<file path="config.mk">
export PLATFORM = sky130hd
export DESIGN_NAME = mss_step_cfg
export DESIGN_NICKNAME = d
export VERILOG_FILES = /design/src/mss_pkg.sv /design/src/mss_step_cfg.sv /design/src/mss_step_decode.sv
export SDC_FILE = /design/constraint.sdc
export NUM_CORES = 1
export LEC_CHECK = 0
export ABC_AREA = 1
export BUFFER_PORTS_ARGS = -buffer_cell sky130_fd_sc_hd__clkbuf_2
export CAP_MARGIN = 20
export CORE_ASPECT_RATIO = 1.5
export CORE_MARGIN = 3
export CORE_UTILIZATION = 50
export CTS_CLUSTER_DIAMETER = 100
export CTS_CLUSTER_SIZE = 20
export DETAILED_ROUTE_END_ITERATION = 12
export PLACE_DENSITY = 0.8
export SLEW_MARGIN = 20
export SYNTH_ARGS = -nofsm -noshare
export SYNTH_HDL_FRONTEND = slang
export SYNTH_SLANG_ARGS = --single-unit
</file>
<file path="constraint.sdc">
create_clock -name ref_clk -period 2.18 [get_ports ref_clk]
set_input_delay 0.654 -clock ref_clk [delete_from_list [all_inputs] [get_ports ref_clk]]
set_output_delay 0.654 -clock ref_clk [all_outputs]
set_load 0.01 [all_outputs]
</file>
<file path="src/mss_pkg.sv">
// Constants for the sequence-step configuration block of converter A.
// Assumes a 32-bit APB host; register indices are word indices.
package mss_pkg;

	// Register indices; byte address is four times the index.
	localparam logic [7:0]  STEP5_IDX     = 8'h95;
	localparam logic [7:0]  STEP6_IDX     = 8'h96;
	localparam logic [7:0]  RESULT5_IDX   = 8'hC5;
	localparam logic [7:0]  RESULT6_IDX   = 8'hC6;
	localparam logic [7:0]  STATUS_IDX    = 8'hC7;

	// Reset values of the two step registers.
	localparam logic [15:0] STEP5_RESET   = 16'h0005;
	localparam logic [15:0] STEP6_RESET   = 16'h0006;

	// Field positions inside a step register.
	localparam int          EN_BIT        = 15;
	localparam int          GAIN_HI       = 14;
	localparam int          GAIN_LO       = 13;
	localparam int          RSVD_HI       = 12;
	localparam int          RSVD_LO       = 5;
	localparam int          NEG_BIT       = 4;
	localparam int          POS_HI        = 3;
	localparam int          POS_LO        = 0;

	// Writable bits; the reserved field never stores a one.
	localparam logic [15:0] STEP_WR_MASK  = 16'hE01F;

	// Positive codes at or above this pick an internal source.
	localparam logic [3:0]  POS_TEMP      = 4'h8;
	localparam logic [3:0]  POS_SHORT     = 4'h9;
	localparam logic [3:0]  POS_TESTDAC   = 4'hA;

	// Negative routing codes seen by the analog front end.
	localparam logic [1:0]  NEG_GROUND    = 2'h0;
	localparam logic [1:0]  NEG_INPUT7    = 2'h1;
	localparam logic [1:0]  NEG_AUTO      = 2'h2;

	// Gain multipliers.
	localparam logic [2:0]  GAIN_X1       = 3'h1;
	localparam logic [2:0]  GAIN_X2       = 3'h2;
	localparam logic [2:0]  GAIN_X4       = 3'h4;

	typedef enum logic [0:0] {
		SEQ_IDLE = 1'b0,
		SEQ_CONV = 1'b1
	} mss_state_t;

endpackage

</file>
<file path="src/mss_step_cfg.sv">
// Step 5 and step 6 configuration of the converter A sequencer, with an
// APB slave for the registers and a small step walker that skips steps.
// Assumes an APB master on ref_clk and a converter that pulses done.
//
// Functional notes
// - Bit 15 enables or disables the step.
// - Gain codes give 1, 2, 4, 4.
// - Bits 12 to 5 always read zero.
// - Bit 4 picks ground or input seven.
// - Positive codes 0 to 7 pick inputs.
// - Codes 8 and up pick internal sources.
// - Internal sources ignore the negative select bit.
`timescale 1ns/10ps
module mss_step_cfg
(
	input  logic        ref_clk,
	input  logic        nrst,
	input  logic        psel,
	input  logic        penable,
	input  logic        pwrite,
	input  logic [11:0] paddr,
	input  logic [31:0] pwdata,
	output logic [31:0] prdata,
	output logic        pready,
	output logic        pslverr,
	input  logic        seq_start,
	input  logic        conv_done,
	input  logic [15:0] conv_result,
	output logic        conv_req_q,
	output logic        conv_step_q,
	output logic [2:0]  conv_gain_q,
	output logic [3:0]  conv_pos_q,
	output logic [1:0]  conv_neg_q,
	output logic        conv_internal_q,
	output logic        seq_busy
);
	import mss_pkg::*;

	logic [15:0] cfg_q [2];
	logic [15:0] result_q [2];
	logic        last_step_q;
	logic        none_q;
	mss_state_t  state_q;
	logic        en     [2];
	logic [2:0]  gain   [2];
	logic [3:0]  pos    [2];
	logic [1:0]  neg    [2];
	logic        intsrc [2];
	logic [7:0]  idx;
	logic        wr_acc;
	logic        rd_acc;
	logic        mapped;
	logic        pick_ok;
	logic        pick;
	logic        pref;

	// One decoder per step keeps the two steps identical by construction.
	for (genvar i = 0; i < 2; i++)
	begin : g_dec
		mss_step_decode u_dec (
			.cfg          (cfg_q[i]),
			.step_en      (en[i]),
			.gain_mult    (gain[i]),
			.pos_sel      (pos[i]),
			.neg_route    (neg[i]),
			.internal_src (intsrc[i])
		);
	end

	// Zero-wait slave; unmapped words answer with an error, no effect.
	assign idx     = paddr[9:2];
	assign mapped  = (idx == STEP5_IDX) || (idx == STEP6_IDX) ||
	                 (idx == RESULT5_IDX) || (idx == RESULT6_IDX) ||
	                 (idx == STATUS_IDX);
	assign pready  = psel & penable;
	assign pslverr = psel & penable & ~mapped;
	assign wr_acc  = psel & penable & pwrite;
	assign rd_acc  = psel & penable & ~pwrite;

	// Reads are muxed from flip-flops; the reserved field is never stored.
	always_comb
	begin
		prdata = 32'h0000_0000;
		if (rd_acc)
		begin
			unique case (idx)
				STEP5_IDX:   prdata = {16'h0000, cfg_q[0]};
				STEP6_IDX:   prdata = {16'h0000, cfg_q[1]};
				RESULT5_IDX: prdata = {16'h0000, result_q[0]};
				RESULT6_IDX: prdata = {16'h0000, result_q[1]};
				STATUS_IDX:  prdata = {29'h0000_0000, none_q,
				                       last_step_q, state_q};
				default:     prdata = 32'h0000_0000;
			endcase
		end
	end

	// Step registers; the mask drops writes into bits 12 to 5.
	always_ff @(posedge ref_clk or negedge nrst)
	begin
		if (!nrst)
		begin
			cfg_q[0] <= STEP5_RESET;
			cfg_q[1] <= STEP6_RESET;
		end
		else if (wr_acc && idx == STEP5_IDX)
			cfg_q[0] <= pwdata[15:0] & STEP_WR_MASK;
		else if (wr_acc && idx == STEP6_IDX)
			cfg_q[1] <= pwdata[15:0] & STEP_WR_MASK;
	end

	// Round robin from the step after the last one converted.
	assign pref    = ~last_step_q;
	assign pick_ok = en[0] | en[1];
	assign pick    = en[pref] ? pref : ~pref;
	assign seq_busy = (state_q == SEQ_CONV);

	// Walker: a start with no enabled step only sets none_q and changes nothing else.
	always_ff @(posedge ref_clk or negedge nrst)
	begin
		if (!nrst)
		begin
			state_q     <= SEQ_IDLE;
			last_step_q <= 1'b1;
			none_q      <= 1'b0;
		end
		else
		begin
			unique case (state_q)
				SEQ_IDLE:
				begin
					if (seq_start)
					begin
						none_q <= ~pick_ok;
						if (pick_ok)
						begin
							state_q     <= SEQ_CONV;
							last_step_q <= pick;
						end
					end
				end
				SEQ_CONV:
				begin
					if (conv_done)
						state_q <= SEQ_IDLE;
				end
			endcase
		end
	end

	// Selections are latched at issue so a register write mid-conversion
	// cannot disturb the front end until the next step.
	always_ff @(posedge ref_clk or negedge nrst)
	begin
		if (!nrst)
		begin
			conv_req_q      <= 1'b0;
			conv_step_q     <= 1'b0;
			conv_gain_q     <= GAIN_X1;
			conv_pos_q      <= 4'h0;
			conv_neg_q      <= NEG_GROUND;
			conv_internal_q <= 1'b0;
		end
		else
		begin
			conv_req_q <= 1'b0;
			if (state_q == SEQ_IDLE && seq_start && pick_ok)
			begin
				conv_req_q      <= 1'b1;
				conv_step_q     <= pick;
				conv_gain_q     <= gain[pick];
				conv_pos_q      <= pos[pick];
				conv_neg_q      <= neg[pick];
				conv_internal_q <= intsrc[pick];
			end
		end
	end

	// Only the step that was converted has its result updated.
	always_ff @(posedge ref_clk or negedge nrst)
	begin
		if (!nrst)
		begin
			result_q[0] <= 16'h0000;
			result_q[1] <= 16'h0000;
		end
		else if (state_q == SEQ_CONV && conv_done)
			result_q[last_step_q] <= conv_result;
	end

	chk_reserved_reads_zero: assert property (
		@(posedge ref_clk) disable iff (!nrst)
		rd_acc && (idx == STEP5_IDX || idx == STEP6_IDX)
		|-> prdata[RSVD_HI:RSVD_LO] == 8'h00)
		else $error("Reserved step bits read nonzero.");

	chk_write_stores_cfg: assert property (
		@(posedge ref_clk) disable iff (!nrst)
		wr_acc && idx == STEP5_IDX
		|=> cfg_q[0] == ($past(pwdata[15:0]) & STEP_WR_MASK))
		else $error("Step 5 write not stored.");

	chk_issue_enabled_only: assert property (
		@(posedge ref_clk) disable iff (!nrst)
		conv_req_q |-> (conv_step_q ? $past(en[1]) : $past(en[0])))
		else $error("Disabled step was issued.");

	chk_skip_disabled: assert property (
		@(posedge ref_clk) disable iff (!nrst)
		state_q == SEQ_IDLE && seq_start && !en[0] && !en[1]
		|=> !conv_req_q && state_q == SEQ_IDLE && none_q)
		else $error("Start with no enabled step did something.");

	chk_gain_map: assert property (
		@(posedge ref_clk) disable iff (!nrst)
		state_q == SEQ_IDLE && seq_start && pick_ok
		|=> conv_gain_q == (($past(cfg_q[pick][GAIN_HI:GAIN_LO]) == 2'b00)
		    ? GAIN_X1 : ($past(cfg_q[pick][GAIN_HI:GAIN_LO]) == 2'b01)
		    ? GAIN_X2 : GAIN_X4))
		else $error("Gain code decoded wrongly.");

	chk_auto_negative: assert property (
		@(posedge ref_clk) disable iff (!nrst)
		conv_req_q && conv_pos_q >= POS_TEMP
		|-> conv_neg_q == NEG_AUTO && conv_internal_q)
		else $error("Internal source used the negative select bit.");

	chk_external_route: assert property (
		@(posedge ref_clk) disable iff (!nrst)
		state_q == SEQ_IDLE && seq_start && pick_ok &&
		!pos[pick][POS_HI]
		|=> conv_neg_q == {1'b0, $past(cfg_q[pick][NEG_BIT])}
		    && !conv_internal_q)
		else $error("External step negative route wrong.");

	chk_result_only_done: assert property (
		@(posedge ref_clk) disable iff (!nrst)
		!(state_q == SEQ_CONV && conv_done)
		|=> $stable(result_q[0]) && $stable(result_q[1]))
		else $error("Result changed without a conversion.");

	chk_unmapped_error: assert property (
		@(posedge ref_clk) disable iff (!nrst)
		psel && penable && !mapped |-> pslverr && pready)
		else $error("Unmapped access not flagged.");

endmodule

</file>
<file path="src/mss_step_decode.sv">
// Decodes one step configuration word into analog front-end selections.
// Assumes the word comes straight from a register flip-flop.
`timescale 1ns/10ps
module mss_step_decode
(
	input  logic [15:0] cfg,
	output logic        step_en,
	output logic [2:0]  gain_mult,
	output logic [3:0]  pos_sel,
	output logic [1:0]  neg_route,
	output logic        internal_src
);
	import mss_pkg::*;

	// Enable, positive routing and the internal flag are plain field decodes.
	assign step_en      = cfg[EN_BIT];
	assign pos_sel      = cfg[POS_HI:POS_LO];
	assign internal_src = cfg[POS_HI];

	// Codes 10 and 11 both give gain four.
	always_comb
	begin
		unique case (cfg[GAIN_HI:GAIN_LO])
			2'b00:   gain_mult = GAIN_X1;
			2'b01:   gain_mult = GAIN_X2;
			default: gain_mult = GAIN_X4;
		endcase
	end

	// Internal sources pick their own negative input, so bit 4 is moot.
	always_comb
	begin
		if (cfg[POS_HI])
			neg_route = NEG_AUTO;
		else if (cfg[NEG_BIT])
			neg_route = NEG_INPUT7;
		else
			neg_route = NEG_GROUND;
	end

endmodule
</file>
# Word-level counts from Yosys, hierarchy flattened

Index checks and enable logic that the tools add are counted.
Widths: inputs -> output; s select.

Bits in writable memories: 0
Logic and storage cells: 85
Memories kept: 0
Bits in registers: 63
ROM bits: 0
Input bits: 67
Latch bits: 0

Multipliers: 0
Add/sub/neg operators: 0
Bitwise operators: 14
$lt $le $gt $ge: 4
Shift operators: 0
Reductions and logical operators: 15
Div/mod/pow operators: 0
Eq/ne operators: 7
Multiplexer cells: 32

Operators by type and width:

| operator           | number |
|---|---|
| $pmux 16 s5        | 1 |
| $eq 8x8->1 const B | 5 |
| $bwmux 32          | 1 |
| $mux 32            | 1 |
| $demux 16 s1       | 1 |
| $mux 16            | 1 |
| $mux 1             | 13 |
| $mux 4             | 3 |
| $pmux 3 s2         | 2 |
| $mux 2             | 5 |
| $mux 3             | 3 |
| $ge 2x2->1 const B | 3 |
| $logic_and 1x1->1  | 6 |
| $not 1->1          | 6 |
| $not 1->2          | 3 |
| $and 1x1->1        | 4 |
| $eq 2x1->1 const B | 2 |
| $logic_not 2->1    | 2 |
| $logic_or 1x1->1   | 4 |
| $reduce_and 2->1   | 2 |
| $reduce_and 3->1   | 1 |
| $lt 2x1->1 const B | 1 |
| $pmux 1 s2         | 1 |
| $or 1x1->1         | 1 |

# Logic depth before layout (Yosys ltp)

Word-level depth: 10
Mapped depth: 10
Mapped depth without buffers: 9

# Modules after synthesis

From an unflattened synthesis, not the netlist that was laid out.

Cell total of the unflattened synthesis: 446
Area total of the unflattened synthesis: 3543.4 um^2

Modules (own cells, without submodules):

| module          | area an instance (um^2) | cells each | sequential area each (um^2) | instances |
|---|---|---|---|---|
| mss_step_cfg    | 3393.3                  | 420        | 1584.0                      | 1 |
| mss_step_decode | 75.1                    | 13         | 0.0                         | 2 |

# Worst setup path after synthesis

OpenSTA, ideal clock, no wires.

Kind: in2out
From: input port paddr[5]
To: output port prdata[0]
Data arrival time: 1495 ps
Stages on the path: 8
Path slack: 31 ps
Data required time: 1526 ps
Buffers on the path: 1
Path through: inv_2 nand2_2 nor2_4 buf_2 nand3_1 nand3_1 nor2_1 nor2_1

Word-level cells in the longest chain between the ends: 3

Ends and longest elaborated chain:

| what            | line               | source |
|---|---|---|
| start, declared | mss_step_cfg.sv:21 | `input logic [11:0] paddr,` |
| $eq 8x8->1      | mss_step_cfg.sv:86 | `unique case (idx)` |
| $pmux 16 s5 *   | mss_step_cfg.sv:86 |  |
| $mux 32 *       | mss_step_cfg.sv:84 | `if (rd_acc)` |
| end, declared   | mss_step_cfg.sv:23 | `output logic [31:0] prdata,` |

Every way passes the cells marked *; elsewhere a longest branch is shown, timed or not.

# Worst setup path after layout

From: input port paddr[5]
To: output port prdata[13]

The elaborated chain is that of the path after synthesis.

==> results_dict.tcl <==
set metrics [dict create \
    run_status "finished with violations" \
    violations "negative setup slack" \
    cts_tree "built" \
    reg2reg_to "conv_pos_q[3]" \
    die-area_sq_mm 0.007393 \
    synth_warnings 0 \
    rsz0062_at_grt "yes" \
    overflow 0 \
    via_per_inst 4.991 \
    hold_class "input port to async pin" \
    core_area_sq_mm 0.006175 \
    post-synth-top-area-fraction 0.4315 \
    grt_max_degree 62 \
    die_h_um 103.8 \
    regToRegStartpoint "last_step_q" \
    reg2regPathDepth 5 \
    synth.ff_latch_count 61 \
    setup_viol 17 \
    cap_violations 0 \
    first_pass_iters 4 \
    antenna_found_initial 0 \
    slew_headroom 0.6636 \
    reg2reg_slack_ns 0.62 \
    place_hpwl_um 5086 \
    ys_top_cells_by_area "dfrtp_1 43%, nand2_1 12%, o21ai_0 9.6%" \
    io_pins 114 \
    synth.avg_cell_area_sq_um 7.817 \
    synth_area_sq_mm 0.003189 \
    hold_viol 0 \
    drt-wirelength-per-cell_um 12.96 \
    root_buffer "clkbuf_8" \
    max-vdd-ir-drop_v 0.0005947 \
    finalNetCount 561 \
    synthToLayoutAreaGrowth_pct 30.40 \
    worstPathMaxFanout 6 \
    slew_violations 0 \
    grt_use_total 0.2041 \
    yosysTopAreaCell "dfrtp_1" \
    finalWirelength_um 7424 \
    drt-initial-drc-count 257 \
    cts-htree-levels 3 \
    die_w_um 71.21 \
    gp_congestion 0.8146 \
    grt_pass1_wl_um 12230 \
    totalPowerFinal_mw 2.877 \
    vias 2860 \
    clk_latency_ns 0.33 \
    syn_inst 408 \
    leakage_nw 2.162 \
    port_buffers 69 \
    setup.worst_path.class "input port to output pin" \
    start_util 0.5165 \
    drive_gt1_frac 0.3447 \
    cts_max_path_buffers 2 \
    min_period_ns 2.445 \
    fin_setup_tns_ns -3.903 \
    critPathLaunchType "input port" \
    cts_made_buffers 9 \
    cp.required_ns 1.53 \
    period_share 1.122 \
    seq_area_frac_synth 0.4810 \
    drc 0 \
    antennaDiodeCount 0 \
    critPathCaptureType "output pin" \
    fin_ws_ns -0.2650 \
    worst_pin_slew_ns 0.5012 \
    fin_worst_skew_ns 0.006516 \
    p_per_area_mw_per_mm2 691.8 \
    cts_sinks 61 \
    grt_pass1_vias 2761 \
    cts.reportedPaths.clkPinSlew_ns 0.07 \
    fmax_mhz 409.0 \
    ant_nets 0 \
    crit_arrival_ns 1.79 \
    num_rows 35 \
    synth.distinct_cells 25 \
]
## registers in the layout (all words and copies together), names as in the netlist
register	count
seq_busy	1
conv_pos_q	4
conv_gain_q	3
result_q	32
conv_step_q	1
cfg_q	16
none_q	1
conv_neg_q	1
last_step_q	1
conv_req_q	1
## metrics by stage
step | hold WS [ns] | instance area [sq um] | utilization | instances | worst slack (ns)
final | 0.3105 | 4159 | 0.6736 | 573 | -0.2650
after global routing | 0.3393 | 4159 | 0.6736 | 573 | -0.3304
after CTS | 0.3281 | 3981 | 0.6448 | 573 | -0.2531
after detailed placement | 0.4641 | 3642 | 0.5899 | 555 | -0.2933
after global placement | 0.4534 | 3642 | 0.5899 | 555 | -0.2798
after floorplan | 0.3584 | 3246 | - | 423 | 0.03085
## placed cells by master (no fill, tap or decap), types with 8 or more instances in the layout
cell and count:
clkbuf_2 48, dfrtp_1 55, conb_1 16, clkbuf_8 11, nor2_4 8, buf_4 16, nand2_2 12, buf_2 11
nand3_2 9, nor2_1 22, o21ai_0 57, nand3_1 35, nand2_1 94, inv_1 38, buf_6 15
## layout make-up
| cell class | count | area, sq um |
|---|---|---|
| Sequential cell | 61 | 1534 |
| Clock inverter | 4 | 70.07 |
| Inverter | 47 | 188.9 |
| Fill cell | 480 | 2016 |
| Clock buffer | 12 | 155.1 |
| Tap cell | 74 | 92.59 |
| Multi-Input combinational cell | 280 | 1444 |
| Timing Repair Buffer | 95 | 674.4 |
## cell usage after synthesis
master    count
buf_4        19
nor3_1        1
o21ai_0      61
clkbuf_1      6
inv_2         4
nand2_2       4
buf_2         7
nand3_2       3
nor2_4        3
o22ai_1       1
dfstp_2       6
nand2_1     106
a21oi_1       4
o21bai_4      1
buf_6         3
nor2_1       24
a31oi_1       1
nand3_1      42
conb_1        1
nor2_2       10
clkinv_1      1
dfrtp_1      55
nor2_8        1
inv_1        42
o21ai_1       2
## worst max-delay path by stage
stage / start / endpoint / slack, ns / depth (start not counted)
2_1_floorplan: paddr[5] / prdata[0] / 0.03 / 8
3_3_place_gp: paddr[6] / prdata[3] / -0.28 / 10
3_5_place_dp: paddr[6] / prdata[3] / -0.29 / 10
4_1_cts: paddr[7] / prdata[12] / -0.25 / 10
5_1_grt: paddr[5] / prdata[11] / -0.33 / 10
6_report: paddr[5] / prdata[13] / -0.26 / 10
## critical path, stage by stage
cell,delay [ns]
buf_6,0.09
inv_4,0.04
nand2_4,0.06
nor2_4,0.24
nand2_4,0.10
nand3_4,0.10
o21bai_4,0.12
buf_6,0.17
nor2_4,0.11
buf_6,0.10
## repair_timing
item / in CTS / in global routing
setup endpoints to repair: 17 / 17
setup buffers: 2 / 1
hold endpoints to repair: 0 / 0
pin swaps: 11 / 16
hold buffers: 0 / 0
gates resized for setup: 29 / 66
## power by group
group	internal, mW	total [mW]	switching, mW
Sequential	1.28	1.37	0.0876
Combinational	0.156	0.391	0.235
Clock	0.703	1.12	0.414
Total	2.14	2.88	0.737
## cell families after synthesis
| group | Yosys count | share of synthesized area |
|---|---|---|
| compound gates | 70 | 0.1149 |
| buf+inv | 82 | 0.1287 |
| flops | 61 | 0.4810 |
| other cells | 1 | 0.001176 |
| simple gates | 194 | 0.2742 |
## routing by layer
metal,up-vias,part of all wire,track usage
li1,1427,-,-
met1,1325,0.41,0.2473
met2,91,0.53,0.3388
met3,17,0.044,0.03786
met4,0,0.021,0.1048
met5,-,0,0
Power figures use the tool's default switching activity.
